===== src/rtl/acc_pkg.sv =====
package acc_pkg;
	// ------------------------------------------------------------
	// Register map
	// ------------------------------------------------------------
	localparam logic [7:0] CONV_CTRL_ADDR   = 8'h84;
	localparam logic [7:0] CONV_CTRL_RESET  = 8'h00;
	localparam int         ENABLE_BIT       = 6;
	localparam int         CHAN_HI          = 4;
	localparam int         CHAN_LO          = 2;
	localparam int         START_BIT        = 1;
	localparam int         DONE_BIT         = 0;
	localparam int         RSVD_HI_BIT      = 7;
	localparam int         RSVD_LO_BIT      = 5;
	localparam int         CHAN_W           = 3;
	localparam int         NUM_CHAN         = 8;
	localparam logic [2:0] CHAN_RESET       = 3'h0;
endpackage : acc_pkg


===== src/rtl/acc_control.sv =====
`timescale 1ns/1ps
// How it works
// - Bit 6 holds the converter enable; writes store it, reads show 0.
// - Bits 4..2 hold a write-only binary channel number 0..7.
// - Writing 1 to bit 1 starts a conversion on the selected channel.
// - Bit 0 is set by hardware when the core reports a finished result.
// - Reading the register clears bit 0, so each result shows once.
// - Bits 7 and 5 have no function and read as zero.
module acc_control (
	input  wire logic                         clk,
	input  wire logic                         resetn,
	input  wire logic                         ce,
	input  wire logic [7:0]                   sfr_addr,
	input  wire logic                         sfr_wr,
	input  wire logic                         sfr_rd,
	input  wire logic [7:0]                   sfr_wdata,
	output logic      [7:0]                   sfr_rdata,
	output logic                              sfr_hit,
	input  wire logic                         core_done,
	output logic                              converter_enable,
	output logic      [acc_pkg::CHAN_W-1:0]   channel_select,
	output logic      [acc_pkg::NUM_CHAN-1:0] channel_onehot,
	output logic                              conversion_start
);
	import acc_pkg::*;

	// ------------------------------------------------------------
	// Local sizes
	// ------------------------------------------------------------
	localparam int REG_W = 8;

	// ------------------------------------------------------------
	// Decode helpers
	// ------------------------------------------------------------
	// Byte writes and single-bit writes both arrive as one strobe
	function automatic logic addr_match(
		input logic [REG_W-1:0] addr
	);
		return (addr == CONV_CTRL_ADDR);
	endfunction : addr_match

	function automatic logic [CHAN_W-1:0] chan_field(
		input logic [REG_W-1:0] data
	);
		return data[CHAN_HI:CHAN_LO];
	endfunction : chan_field

	function automatic logic bit_field(
		input logic [REG_W-1:0] data,
		input int               pos
	);
		return data[pos];
	endfunction : bit_field

	// ------------------------------------------------------------
	// Completion flag states
	// ------------------------------------------------------------
	typedef enum logic [1:0] {
		FLAG_CLEAR = 2'b01,
		FLAG_SET   = 2'b10
	} acc_flag_state_t;

	// ------------------------------------------------------------
	// Declarations
	// ------------------------------------------------------------
	acc_flag_state_t   flag_state;
	acc_flag_state_t   next_flag_state;
	logic              conversion_done_flag;
	logic              next_converter_enable;
	logic [CHAN_W-1:0] next_channel_select;
	logic              next_conversion_start;
	logic [REG_W-1:0]  next_rdata;
	logic              wr_hit;
	logic              rd_hit;
	logic              cfg_wr;
	logic              start_wr;
	wire  [REG_W-1:0]  read_view;

	// Every register below moves only while ce is high; a low ce
	// also holds conversion_start, and a start written meanwhile is dropped

	// ------------------------------------------------------------
	// Address decode
	// ------------------------------------------------------------
	assign sfr_hit = addr_match(sfr_addr);
	assign wr_hit  = sfr_wr && addr_match(sfr_addr);
	assign rd_hit  = sfr_rd && addr_match(sfr_addr);

	// ------------------------------------------------------------
	// Write strobes per field group
	// ------------------------------------------------------------
	// Every write reloads the configuration fields
	assign cfg_wr   = wr_hit;
	assign start_wr = wr_hit && bit_field(sfr_wdata, START_BIT);

	// ------------------------------------------------------------
	// Configuration: enable and channel number
	// ------------------------------------------------------------
	// A channel change reaches channel_onehot one cycle later, even during a conversion
	always_comb begin
		next_converter_enable = converter_enable;
		next_channel_select   = channel_select;
		if (cfg_wr) begin
			next_converter_enable = bit_field(sfr_wdata, ENABLE_BIT);
			next_channel_select   = chan_field(sfr_wdata);
		end
	end

	always_ff @(posedge clk or negedge resetn) begin
		if (!resetn) begin
			converter_enable <= CONV_CTRL_RESET[ENABLE_BIT];
			channel_select   <= CHAN_RESET;
		end else if (ce) begin
			converter_enable <= next_converter_enable;
			channel_select   <= next_channel_select;
		end
	end

	// ------------------------------------------------------------
	// Start request
	// ------------------------------------------------------------
	// The start bit is never stored, so a later write of the other
	// fields cannot launch a second conversion by accident
	always_comb begin
		next_conversion_start = 1'b0;
		if (start_wr) begin
			next_conversion_start = 1'b1;
		end
	end

	always_ff @(posedge clk or negedge resetn) begin
		if (!resetn) begin
			conversion_start <= 1'b0;
		end else if (ce) begin
			conversion_start <= next_conversion_start;
		end
	end

	// ------------------------------------------------------------
	// Completion flag
	// ------------------------------------------------------------
	// Set wins over the read clear: the read returns the old value
	// and the flag stays up, so no finished result is lost
	assign conversion_done_flag = (flag_state == FLAG_SET);

	always_comb begin
		next_flag_state = flag_state;
		unique case (flag_state)
			FLAG_CLEAR: begin
				if (core_done) begin
					next_flag_state = FLAG_SET;
				end
			end
			FLAG_SET: begin
				// A done in the same cycle keeps the flag up
				if (rd_hit && !core_done) begin
					next_flag_state = FLAG_CLEAR;
				end
			end
			default: begin
				// Illegal code falls back to a clean state
				next_flag_state = FLAG_CLEAR;
			end
		endcase
	end

	always_ff @(posedge clk or negedge resetn) begin
		if (!resetn) begin
			flag_state <= FLAG_CLEAR;
		end else if (ce) begin
			flag_state <= next_flag_state;
		end
	end

	// ------------------------------------------------------------
	// Read view
	// ------------------------------------------------------------
	// Write-only and reserved positions read as zero
	for (genvar b = 0; b < REG_W; b++) begin : g_read_view
		if (b == DONE_BIT) begin : g_flag
			assign read_view[b] = conversion_done_flag;
		end else begin : g_zero
			assign read_view[b] = 1'b0;
		end
	end

	// ------------------------------------------------------------
	// Read data
	// ------------------------------------------------------------
	// Zero between reads keeps a stale flag off the bus
	always_comb begin
		next_rdata = 8'h00;
		if (rd_hit) begin
			next_rdata = read_view;
		end
	end

	always_ff @(posedge clk or negedge resetn) begin
		if (!resetn) begin
			sfr_rdata <= 8'h00;
		end else if (ce) begin
			sfr_rdata <= next_rdata;
		end
	end

	// ------------------------------------------------------------
	// Channel decode
	// ------------------------------------------------------------
	// Registered so the input multiplexer sees a clean select

	acc_chan_decode #(
		.NUM_CHAN (NUM_CHAN),
		.CHAN_W   (CHAN_W)
	) u_decode (
		.clk         (clk),
		.resetn      (resetn),
		.ce          (ce),
		.chan_code   (channel_select),
		.chan_onehot (channel_onehot)
	);
endmodule : acc_control


===== src/rtl/acc_chan_decode.sv =====
`timescale 1ns/1ps
// ------------------------------------------------------------
// One-hot channel decoder, registered
// ------------------------------------------------------------
module acc_chan_decode #(
	parameter int NUM_CHAN = acc_pkg::NUM_CHAN,
	parameter int CHAN_W   = acc_pkg::CHAN_W
) (
	input  wire logic                clk,
	input  wire logic                resetn,
	input  wire logic                ce,
	input  wire logic [CHAN_W-1:0]   chan_code,
	output logic      [NUM_CHAN-1:0] chan_onehot
);
	import acc_pkg::*;

	logic [NUM_CHAN-1:0] next_chan_onehot;

	always_comb begin
		next_chan_onehot = '0;
		for (int i = 0; i < NUM_CHAN; i++) begin
			// Binary code i selects channel i
			next_chan_onehot[i] = (chan_code == i[CHAN_W-1:0]);
		end
	end

	always_ff @(posedge clk or negedge resetn) begin
		if (!resetn) begin
			chan_onehot <= {{(NUM_CHAN-1){1'b0}}, 1'b1};
		end else if (ce) begin
			chan_onehot <= next_chan_onehot;
		end
	end
endmodule : acc_chan_decode


===== config.mk =====
export PLATFORM = sky130hd
export DESIGN_NAME = acc_control
export DESIGN_NICKNAME = d
export VERILOG_FILES = /design/src/rtl/acc_pkg.sv /design/src/rtl/acc_control.sv /design/src/rtl/acc_chan_decode.sv
export SDC_FILE = /design/constraint.sdc
export NUM_CORES = 1
export LEC_CHECK = 0
export BUFFER_PORTS_ARGS = -buffer_cell sky130_fd_sc_hd__clkbuf_2
export CAP_MARGIN = 30
export CORE_MARGIN = 2
export CORE_UTILIZATION = 30
export CTS_BUF_LIST = sky130_fd_sc_hd__clkbuf_8
export CTS_CLUSTER_SIZE = 14
export DETAILED_ROUTE_END_ITERATION = 8
export HOLD_SLACK_MARGIN = 0.15
export SYNTH_ARGS = -nofsm -noshare
export SYNTH_HDL_FRONTEND = slang
export SYNTH_SLANG_ARGS = --single-unit

===== constraint.sdc =====
create_clock -name clk -period 1.4 [get_ports clk]
set_clock_uncertainty 0.15 [all_clocks]
set_input_delay 0.14 -clock clk [delete_from_list [all_inputs] [get_ports clk]]
set_output_delay 0.14 -clock clk [all_outputs]
set_load 0.05 [all_outputs]

==> summary.md, run 1 <==
| Metric | Value |
|---|---|
| Worst-path fanout max | `4` |
| Min Tclk post-route | `1.359 ns` |
| Routability cong. | `0.6575` |
| Die ar. | `0.003000 mm^2` |
| DR iter-0 viols | `7` |
| Slowest-stage cell, CP | `dfstp_2` |
| Ant. Diodes | `0` |
| Postcts setup bufs | `0` |
| First-pass GRT wire length | `2.587 mm` |
| Drt first pass iters | `4` |
| Cell area after layout | `0.001100 mm^2` |
| Worst Path Required | `1.38 ns` |
| Via density per instance | `4.497` |
| Uppermost layer routed | `met4` |
| Wl on met1 | `683 um` |
| Synth Area in XOR/XNOR | `0%` |
| Syn Area/Cell | `11.37 um^2` |
| Vias in the first global route | `626` |
| Synth Instances | `68` |
| Dpl cell area | `944.7 um^2` |
| Sw power | `0.0002691 W` |
| Hold Crit Class | `input port to flop` |
| Number of port buffers | `33` |
| Quantity of hold-fixing buffers added after cts | `10` |
| Critical-path cell list | `nor2b_1, o21bai_1, a221o_1` |
| F_max | `735.9 MHz` |
| Routed WL per cell | `11.32 um` |
| Total chip power | `0.001047 W` |
| Slew Limit Fails | `0` |
| Core Area | `0.002455 mm^2` |
| Tcrit/Tclk final | `97.07%` |
| Clock Latency Late Sink | `0.24 ns` |
| Final hold vios | `0` |
| CTS clock-pin slew for the worst setup and hold paths | `0.06 ns` |
| Rows | `18` |
| Sw Ratio | `25.70%` |
| Starting Density | `31.50%` |
| DRC | `0` |
| Unrepaired setup endpoints after global routing | `false` |
| Compound-Gate Fraction of Synth Area | `12.62%` |
| Post-Synth Simple-Gate Area | `16.67%` |
| Initial antenna violation count | `0` |
| Remaining global-route overflow | `0` |
| Die width | `54.77 um` |
| Top-Level Pins | `44` |
| Synth unique cells | `22` |
| Pin count of the biggest net entering global routing | `17` |
| Antenna viol nets, final | `0` |
| Flop2flop setup slack | `0.04 ns` |
| Int Pwr | `0.0007780 W` |
| Synthesized-area fraction occupied by adder cells | `0%` |
| Synth Register Bits | `16` |
| Root Buffer | `clkbuf_8` |
| Leak | `0.5623 nW` |
| Crit path buffers/inverters | `0` |
| Min-delay src | `sfr_addr[4]` |
| Comb pwr share | `16.4%` |
| Seq/Total Area, Yosys | `52.10%` |
| Yosys warns | `0` |
| Startpoint Class | `flop` |
| Multi-input gate area | `297.8 um^2` |
| CP endpoint kind | `flop` |
| Max incr delay on CP | `0.54 ns` |
| Total track usage | `12.03%` |
| Final setup vio count | `0` |
| Area delta synth->final | `42.23%` |
| Vias | `643` |
| Fraction of layout cells with a size suffix above 1 | `42.48%` |
| Metal3 WL | `133 um` |
| Main combinational cell family by area after synthesis | `simple AND/OR/NAND/NOR gates` |
| CTS buffer count | `3` |
| Nets | `136` |
| Post-DP HPWL | `1.195 mm` |
| Mux share of post-synthesis cell area | `5.825%` |
| RR Endpoint | `flag_state[1]$_DFFE_PN0P_` |
| Pwr dens | `952.1 mW/mm^2` |
| H-tree depth | `1` |
| Clk pwr share | `37.9%` |
| WL met2 | `780 um` |
| Fillers | `237` |
| Max-capacitance violation count | `0` |
| Worst path arrival time | `1.34 ns` |
| Sequential fraction of design power | `45.7%` |
| Seq. cell area | `402.9 um^2` |
| Clock sinks | `16` |
| Worst Hold Depth | `4` |
| CP delay by family, top | `flip-flops` |
| Status | `completed` |
| Cell Area, Synth | `773.2 um^2` |
| CTS tree | `done` |
| Hold EP | `flag_state[0]$_DFFE_PN1P_` |
| Type of the worst setup path | `flop to flop` |
| Maximum vdd drop | `0.0008129 V` |
| Routed Wire Length | `1.619 mm` |
| DIE HEIGHT | `54.77 um` |
| Max clock buf depth | `2` |
| Reg2Reg Depth | `3` |
| Reg-to-reg critical path startpoint | `flag_state[0]$_DFFE_PN1P_` |
| Post_cts resized | `0` |
| Worst hold slack | `0.1388 ns` |
## cells in the mapped netlist
master / instances / share of area [%]
dfrtp_1: 14 / 45
inv_1: 9 / 4.4
buf_4: 7 / 6.8
o22ai_1: 7 / 5.7
mux2_2: 4 / 5.8
nand2_1: 4 / 1.9
nand2b_1: 3 / 2.4
nor2b_1: 3 / 2.4
dfstp_2: 2 / 6.8
nor4b_4: 2 / 6.1
o32ai_1: 2 / 2.3
a221o_1: 1 / 1.3
a221oi_1: 1 / 1.1
a41o_1: 1 / 1.3
and2_2: 1 / 0.97
buf_1: 1 / 0.48
buf_2: 1 / 0.65
conb_1: 1 / 0.48
nand3_1: 1 / 0.65
nand4_2: 1 / 1.6
nor2_1: 1 / 0.48
o21bai_1: 1 / 0.97
## cells by family (layout without fill, tap and decap cells)
kind of cell,Yosys count,in the layout
flops,16,16
compound gates,13,13
mux,4,4
other cells,1,7
buf+inv,18,57
simple gates,16,16
## metal layers
metal	vias up	global-route usage, %
met3	4	2.732
met2	33	20.04
li1	310	-
met5	-	0
met1	296	14.80
met4	0	5.000
## area by class of cell
class | instances | share of cell area, %
multi-input cells | 40 | 27.08
clock buffers | 4 | 5.006
inverters | 9 | 3.072
flip-flops and latches | 16 | 36.63
repair buffers | 44 | 24.80
well taps | 30 | 3.413
## worst min-delay path: cells and delay by family
family / cells / cell delay, ns
AND/OR/NAND/NOR: 2 / 0.18
buffers and inverters: 1 / 0.10
AO/OA/AOI/OAI: 1 / 0.10
## flip-flops by register name (all words and copies together), names as in the netlist
signal / cells
channel_select: 3
conversion_start: 1
converter_enable: 1
flag_state: 2
sfr_rdata: 1
u_decode.chan_onehot: 8
## per-stage QoR
step,setup TNS [ns],cells,worst slack (ns),util [%]
CTS,0,143,0.04157,44.80
global placement,0,129,0.01806,38.48
detailed placement,-0.02988,129,-0.02988,38.48
floorplan,0,74,0.1078,-
global route,0,143,0.01348,44.80
finish,0,143,0.04105,44.80
## how the worst max path moves through the flow
stage                                             start                         to  slack (ns)  cells after the start
after floorplan               flag_state[0]$_DFFE_PN1P_  flag_state[1]$_DFFE_PN0P_        0.11                      3
after global placement                      sfr_addr[6]  flag_state[1]$_DFFE_PN0P_        0.02                      4
after detailed placement                    sfr_addr[6]  flag_state[1]$_DFFE_PN0P_       -0.03                      4
after CTS                     flag_state[0]$_DFFE_PN1P_  flag_state[1]$_DFFE_PN0P_        0.04                      3
after global routing      channel_select[1]$_DFFE_PN0P_          channel_select[1]        0.01                      1
final                         flag_state[0]$_DFFE_PN1P_  flag_state[1]$_DFFE_PN0P_        0.04                      3
## power groups by stage
| stage | registers (W) | logic, W | clock network, W |
|---|---|---|---|
| global placement | 0.000486 | 0.000147 | 0 |
| floorplan | 0.000514 | 0.0000846 | 0 |
| detailed placement | 0.000487 | 0.000150 | 0 |
| finish | 0.000479 | 0.000171 | 0.000397 |
| CTS | 0.000479 | 0.000172 | 0.000407 |
| global route | 0.000480 | 0.000184 | 0.000427 |
## placed cells by master, fill, tap and decap left out, types with 2 or more instances in the layout
master / instances
nand2b_1: 3
dlygate4sd3_1: 10
o32ai_1: 2
nand2_1: 4
clkbuf_8: 4
conb_1: 7
inv_1: 9
o22ai_1: 7
mux2_2: 4
clkbuf_2: 33
dfrtp_1: 14
dfstp_2: 2
nor4b_4: 2
nor2b_1: 3
No activity file was read; power rests on OpenSTA's default activity.
==> inputs of run 2 (changes only) <==
==> constraint.sdc (replaced) <==
create_clock -name clk -period 1.5 [get_ports clk]
set_clock_uncertainty 0.15 [all_clocks]
set_input_delay 0.15 -clock clk [delete_from_list [all_inputs] [get_ports clk]]
set_output_delay 0.15 -clock clk [all_outputs]
set_load 0.05 [all_outputs]
==> summary.md, run 2 (synthesis results as in run 1) <==
| Metric | Value |
|---|---|
| Cell area after layout | `0.001110 mm^2 (+0.91%)` |
| Startpoint Class | `input port` |
| Max-capacitance violation count | `0 (unchanged)` |
| Clock Latency Late Sink | `0.25 ns (about the same)` |
| Routability cong. | `0.6772 (+3.0%)` |
| Antenna viol nets, final | `0 (unchanged)` |
| CP endpoint kind | `output pin` |
| Pwr dens | `896.2 mW/mm^2 (-5.9%)` |
| Via density per instance | `4.632 (+3.0%)` |
| F_max | `730.4 MHz` |
| CTS buffer count | `3 (unchanged)` |
| Vias in the first global route | `633 (+1.1%)` |
| First-pass GRT wire length | `2.663 mm (+2.9%)` |
| Maximum vdd drop | `0.0007822 V (-3.8%)` |
| Most flops, register | `u_decode.chan_onehot` |
| Global Route met2 Usage | `21.23% (+1.2 points)` |
| Unrepaired setup endpoints after global routing | `false` |
| Postcts setup bufs | `0 (unchanged)` |
| Dpl cell area | `944.7 um^2 (unchanged)` |
| Drt first pass iters | `4 (unchanged)` |
| Rows | `18 (unchanged)` |
| CTS tree | `done` |
| Routed WL per cell | `11.77 um (+4.0%)` |
| DIE HEIGHT | `54.77 um (unchanged)` |
| Max clock buf depth | `2 (unchanged)` |
| Pin count of the biggest net entering global routing | `17 (unchanged)` |
| Fillers | `243 (+2.5%)` |
| Final setup vio count | `0 (unchanged)` |
| Top-Level Pins | `44 (unchanged)` |
| Reg-to-reg critical path startpoint | `flag_state[0]$_DFFE_PN1P_` |
| Routed Wire Length | `1.695 mm (+4.7%)` |
| Leak | `0.5664 nW (+0.74%)` |
| Quantity of hold-fixing buffers added after cts | `11 (+1)` |
| Remaining global-route overflow | `0 (unchanged)` |
| Initial antenna violation count | `0 (unchanged)` |
| Ant. Diodes | `0 (unchanged)` |
| Hold Crit Class | `input port to flop` |
| Vias | `667 (+3.7%)` |
| Met1 usage | `15.04% (+0.25 points)` |
| Seq. cell area | `402.9 um^2 (unchanged)` |
| Worst Path Required | `1.20 ns (-0.18 ns)` |
| Commonest non-fill, non-tap cell in the layout | `clkbuf_2` |
| Dpl cells | `129 (unchanged)` |
| Die ar. | `0.003000 mm^2 (unchanged)` |
| Min-delay src | `sfr_addr[4]` |
| CTS clock-pin slew for the worst setup and hold paths | `0.06 ns (about the same)` |
| Worst path arrival time | `1.07 ns (-0.27 ns)` |
| Nets | `137 (+0.74%)` |
| Largest regs | `u_decode.chan_onehot (8), channel_select (3), flag_state (2)` |
| DR iter-0 viols | `8 (+1)` |
| Setup TNS | `0 ns (unchanged)` |
| Tcrit/Tclk final | `91.27%` |
| Root Buffer | `clkbuf_8` |
| Number of port buffers | `33 (unchanged)` |
| Gr busiest metal | `met2` |
| Post-route insts no fill | `144 (+0.70%)` |
| Die width | `54.77 um (unchanged)` |
| Post_cts resized | `0 (unchanged)` |
| Max reg flops | `8 (unchanged)` |
| Total track usage | `12.85% (+0.82 points)` |
| CP startpoint | `sfr_addr[6]` |
| Type of the worst setup path | `input port to output pin` |
| Worst-path fanout max | `3 (-1)` |
| Status | `completed` |
| Min Tclk post-route | `1.369 ns` |
| Slew Limit Fails | `0 (unchanged)` |
| Starting Density | `31.50% (unchanged)` |
| DRC | `0 (unchanged)` |
| Post-DP HPWL | `1.154 mm (-3.5%)` |
| H-tree depth | `1 (unchanged)` |
| Commonest non-fill, non-tap cells in the layout | `clkbuf_2 (33), dfrtp_1 (14), dlygate4sd3_1 (11)` |
| Area delta synth->final | `43.53%` |
| Clock sinks | `16 (unchanged)` |
| Fraction of layout cells with a size suffix above 1 | `42.11% (-0.37 points)` |
| Final hold vios | `0 (unchanged)` |
| Met3 usage | `3.005% (+0.27 points)` |
| Core Area | `0.002455 mm^2 (unchanged)` |
| Multi-input gate area | `297.8 um^2 (unchanged)` |
==> run 2: power by group <==
part           internal [W]  total [W]  switching [W]  leakage [nW]
registers          0.000441   0.000447     0.00000605         0.211
logic             0.0000548   0.000162       0.000107         0.327
clock network      0.000233   0.000386       0.000153        0.0288
==> run 2: layout make-up <==
cell class              count  share of cell area, %
flip-flops and latches     16                  36.30
multi-input cells          40                  26.83
repair buffers             45                  25.48
clock buffers               4                  4.961
well taps                  30                  3.382
inverters                   9                  3.044
==> run 2: per-stage QoR <==
stage	worst slack (ns)	total power, W	utilization, %	hold WS, ns
finish	0.1310	0.0009946	45.21	0.1282
global route	0.09128	0.001033	45.21	0.1461
CTS	0.1338	0.0009983	45.21	0.1258
detailed placement	0.09674	0.0005940	38.48	-0.05332
global placement	0.1059	0.0005913	38.48	-0.06439
floorplan	0.2078	0.0005590	-	-0.2956
==> run 2: path summary, 6_finish.rpt <==
check | endpoint | slack, ns | depth (start not counted)
worst max-delay path | sfr_hit | 0.13 | 4
worst min-delay path | flag_state[0]$_DFFE_PN1P_ | 0.13 | 4
worst max register to register | flag_state[1]$_DFFE_PN0P_ | 0.14 | 3
worst min register to register | u_decode.chan_onehot[0]$_DFFE_PN1P_ | 0.34 | 2
max in group asynchronous | flag_state[0]$_DFFE_PN1P_ | 0.69 | 2
min in group asynchronous | channel_select[0]$_DFFE_PN0P_ | 0.19 | 2
==> run 2: worst max-delay path, cell delays in order <==
cell,delay (ns)
clkbuf_2,0.10
nor4b_4,0.32
and2_2,0.22
clkbuf_2,0.28
==> run 2: per-layer routing <==
layer / routed length (um) / up-vias / share of wire [%]
met5: 0 / - / 0
li1: - / 313 / -
met1: 714 / 316 / 42
met4: 24 / 0 / 1.4
met3: 121 / 2 / 7.1
met2: 834 / 36 / 49
==> inputs of run 3 (changes only) <==
--- a/config.mk
+++ b/config.mk
@@ -7,12 +7,15 @@
 export LEC_CHECK = 0
 export BUFFER_PORTS_ARGS = -buffer_cell sky130_fd_sc_hd__clkbuf_2
 export CAP_MARGIN = 30
+export CORE_ASPECT_RATIO = 0.7
 export CORE_MARGIN = 2
 export CORE_UTILIZATION = 30
 export CTS_BUF_LIST = sky130_fd_sc_hd__clkbuf_8
 export CTS_CLUSTER_SIZE = 14
 export DETAILED_ROUTE_END_ITERATION = 8
+export GPL_ROUTABILITY_DRIVEN = 0
 export HOLD_SLACK_MARGIN = 0.15
 export SYNTH_ARGS = -nofsm -noshare
 export SYNTH_HDL_FRONTEND = slang
+export SYNTH_HIERARCHICAL = 1
 export SYNTH_SLANG_ARGS = --single-unit
==> summary.md, run 3 <==
| Metric | Value |
|---|---|
| Cell Area, Synth | `804.5 um^2 (+4.0%)` |
| Compound-Gate Fraction of Synth Area | `12.13% (-0.49 points)` |
| Final hold vios | `0 (unchanged)` |
| Status | `completed` |
| CP startpoint | `ce` |
| Commonest non-fill, non-tap cells in the layout | `clkbuf_2 (33), dfrtp_1 (14), dlygate4sd3_1 (10)` |
| First-pass GRT wire length | `3.022 mm (+13%)` |
| Mux share of post-synthesis cell area | `7.465% (+1.6 points)` |
| Yosys warns | `6 (+6)` |
| Hold Crit Class | `input port to flop` |
| H-tree depth | `1 (unchanged)` |
| Routed Wire Length | `1.849 mm (+9.1%)` |
| Worst path arrival time | `1.44 ns (+0.37 ns)` |
| Crit path buffers/inverters | `2 (unchanged)` |
| Starting Density | `32.23% (+0.73 points)` |
| Main flop type after synthesis | `dfrtp_1` |
| DRC | `0 (unchanged)` |
| Largest regs | `u_decode/chan_onehot (8), channel_select (3), flag_state (2)` |
| Routed WL per cell | `12.58 um (+6.9%)` |
| Root Buffer | `clkbuf_8` |
| Nets | `136 (-0.73%)` |
| Slowest-stage cell, CP | `dlygate4sd3_1` |
| Number of port buffers | `33 (unchanged)` |
| Setup TNS | `0 ns (unchanged)` |
| Tcrit/Tclk final | `97.21% (+5.9 points)` |
| Async set-reset flop share out of synthesis | `100.0% (unchanged)` |
| Clock Latency Late Sink | `0.25 ns (about the same)` |
| Maximum vdd drop | `0.0006516 V (-17%)` |
| Synth Instances | `67 (-1.5%)` |
| Number of synthesized flops with an enable pin | `0 (unchanged)` |
| Synth unique cells | `23 (+4.5%)` |
| Flop2flop setup slack | `0.14 ns (about the same)` |
| Ant. Diodes | `0 (unchanged)` |
| Slew Limit Fails | `0 (unchanged)` |
| Fraction of layout cells with a size suffix above 1 | `44.25% (+2.1 points)` |
| Worst Hold Depth | `4 (unchanged)` |
| Final setup vio count | `0 (unchanged)` |
| Min Tclk post-route | `1.458 ns (+0.08916 ns)` |
| Max-capacitance violation count | `0 (unchanged)` |
| CTS tree | `done` |
| Min-delay src | `sfr_addr[5]` |
| Max incr delay on CP | `0.53 ns (+0.21 ns)` |
| Most flops, register | `u_decode/chan_onehot` |
| F_max | `685.8 MHz (-6.1%)` |
| Initial antenna violation count | `0 (unchanged)` |
| Core Area | `0.002496 mm^2 (+1.7%)` |
| Yosys top cell by area | `dfrtp_1` |
| RR Endpoint | `flag_state[1]$_DFFE_PN0P_` |
| Top-Level Pins | `44 (unchanged)` |
| Area delta synth->final | `40.90%` |
| Unrepaired setup endpoints after global routing | `true` |
| Reg2Reg Depth | `3 (unchanged)` |
| Max reg flops | `8 (unchanged)` |
| Pin count of the biggest net entering global routing | `17 (unchanged)` |
| Max clock buf depth | `2 (unchanged)` |
| Post-Synth Simple-Gate Area | `17.73% (+1.1 points)` |
| Leak | `0.5634 nW (-0.54%)` |
| CTS buffer count | `3 (unchanged)` |
| Clock sinks | `16 (unchanged)` |
| Synth top area cells | `dfrtp_1 (44%), mux2_4 (7.5%), buf_4 (6.5%)` |
| Post_cts resized | `0 (unchanged)` |
| Postcts setup bufs | `0 (unchanged)` |
| DR iter-0 viols | `2 (-6)` |
| Synth cell count leaders | `dfrtp_1 (14), inv_1 (9), buf_4 (7), o22ai_1 (7), mux2_4 (4)` |
| CTS clock-pin slew for the worst setup and hold paths | `0.06 ns (about the same)` |
| CP delay by family, top | `buffers and inverters` |
| CP endpoint kind | `flop` |
| DIE HEIGHT | `47.33 um (-14%)` |
| Dpl cell area | `978.4 um^2 (+3.6%)` |
| Synth Register Bits | `16 (unchanged)` |
| Cell area after layout | `0.001134 mm^2 (+2.1%)` |
| Rows | `15 (-3)` |
| Total track usage | `13.73% (+0.88 points)` |
| Pwr dens | `875.8 mW/mm^2 (-2.3%)` |
| Vias | `640 (-4.0%)` |
| Die width | `65.90 um (+20%)` |
| Die ar. | `0.003118 mm^2 (+4.0%)` |
| Hold EP | `flag_state[0]$_DFFE_PN1P_` |
| Worst Path Required | `1.48 ns (+0.28 ns)` |
| Remaining global-route overflow | `0 (unchanged)` |
| Type of the worst setup path | `input port to flop` |
| Most frequent cell after synthesis | `dfrtp_1` |
| Via density per instance | `4.354 (-6.0%)` |
| Startpoint Class | `input port` |
| Seq/Total Area, Yosys | `50.08% (-2.0 points)` |
| Synthesized-area fraction occupied by adder cells | `0% (unchanged)` |
| Synth top area share | `43.55% (-1.8 points)` |
| Synth Area in XOR/XNOR | `0% (unchanged)` |
| Worst-path fanout max | `7 (+4)` |
| Commonest non-fill, non-tap cell in the layout | `clkbuf_2` |
| Vias in the first global route | `626 (-1.1%)` |
| Drt first pass iters | `2 (-2)` |
| Main combinational cell family by area after synthesis | `simple AND/OR/NAND/NOR gates` |
| Syn Area/Cell | `12.01 um^2 (+5.6%)` |
| Reg-to-reg critical path startpoint | `flag_state[0]$_DFFE_PN1P_` |
| Post-DP HPWL | `1.345 mm (+17%)` |
| Antenna viol nets, final | `0 (unchanged)` |
| Critical-path cell list | `dlygate4sd3_1, clkbuf_2, and4_4, mux2_4` |
run 3: stage by stage:
step                      utilization, %  hold slack, ns  std cells  setup slack (ns)  total power, W
after floorplan                        -         -0.2956         73            0.2083       0.0005627
after detailed placement           39.20        -0.05232        133           0.02645       0.0006002
after global routing               45.41          0.1651        147         -0.001266        0.001040
after CTS                          45.41          0.1454        147           0.04093        0.001006
after global placement             39.20        -0.06243        133           0.05604       0.0005974
final                              45.41          0.1657        147           0.04180       0.0009928
run 3: where the power goes:
part           internal (W)  total (W)  switching [W]
Combinational     0.0000561   0.000166       0.000110
Sequential         0.000441   0.000447     0.00000685
Clock              0.000233   0.000380       0.000147
run 3: cell families (layout without fill, tap and decap cells):
| kind of cell | after synthesis | in the layout |
|---|---|---|
| buffers and inverters | 17 | 57 |
| flip-flops | 16 | 16 |
| other | 1 | 7 |
| AND/OR/NAND/NOR | 16 | 16 |
| AO/OA/AOI/OAI | 13 | 13 |
| multiplexers | 4 | 4 |
run 3: cell type report:
cell class,instances,area [um^2]
Sequential cell,16,402.9
Tap cell,34,42.54
Clock buffer,4,55.05
Inverter,9,33.78
Fill cell,245,1363
Timing Repair Buffer,44,272.8
Multi-Input combinational cell,40,326.6
run 3: worst min-delay path, cell delays in order:
cell and delay, ns:
clkbuf_2 0.10, nor4b_4 0.05, nand3_1 0.14, a221oi_1 0.11
run 3: how the worst max path moves through the flow:
stage	to	slack, ns	depth (start not counted)
floorplan	flag_state[1]$_DFFE_PN0P_	0.21	3
global placement	converter_enable$_DFFE_PN0P_	0.06	4
global route	u_decode/chan_onehot[1]$_DFFE_PN0P_	-0.001	5
detailed placement	channel_select[0]$_DFFE_PN0P_	0.03	4
CTS	channel_select[0]$_DFFE_PN0P_	0.04	4
finish	channel_select[0]$_DFFE_PN0P_	0.04	4
run 3: metal layers:
layer  vias to the layer above  global-route usage (%)  share of wire, %
met1                       301                   15.21                45
met3                         2                   4.317               4.4
met2                        20                   25.66                49
met5                         -                       0                 0
li1                        317                       -                 -
met4                         0                   5.000               1.1
run 3: repair_timing:
item | CTS | global route
hold buffers | 10 | 0
endpoints found under the setup margin | 0 | 2
endpoints found under the hold margin | 24 | 0
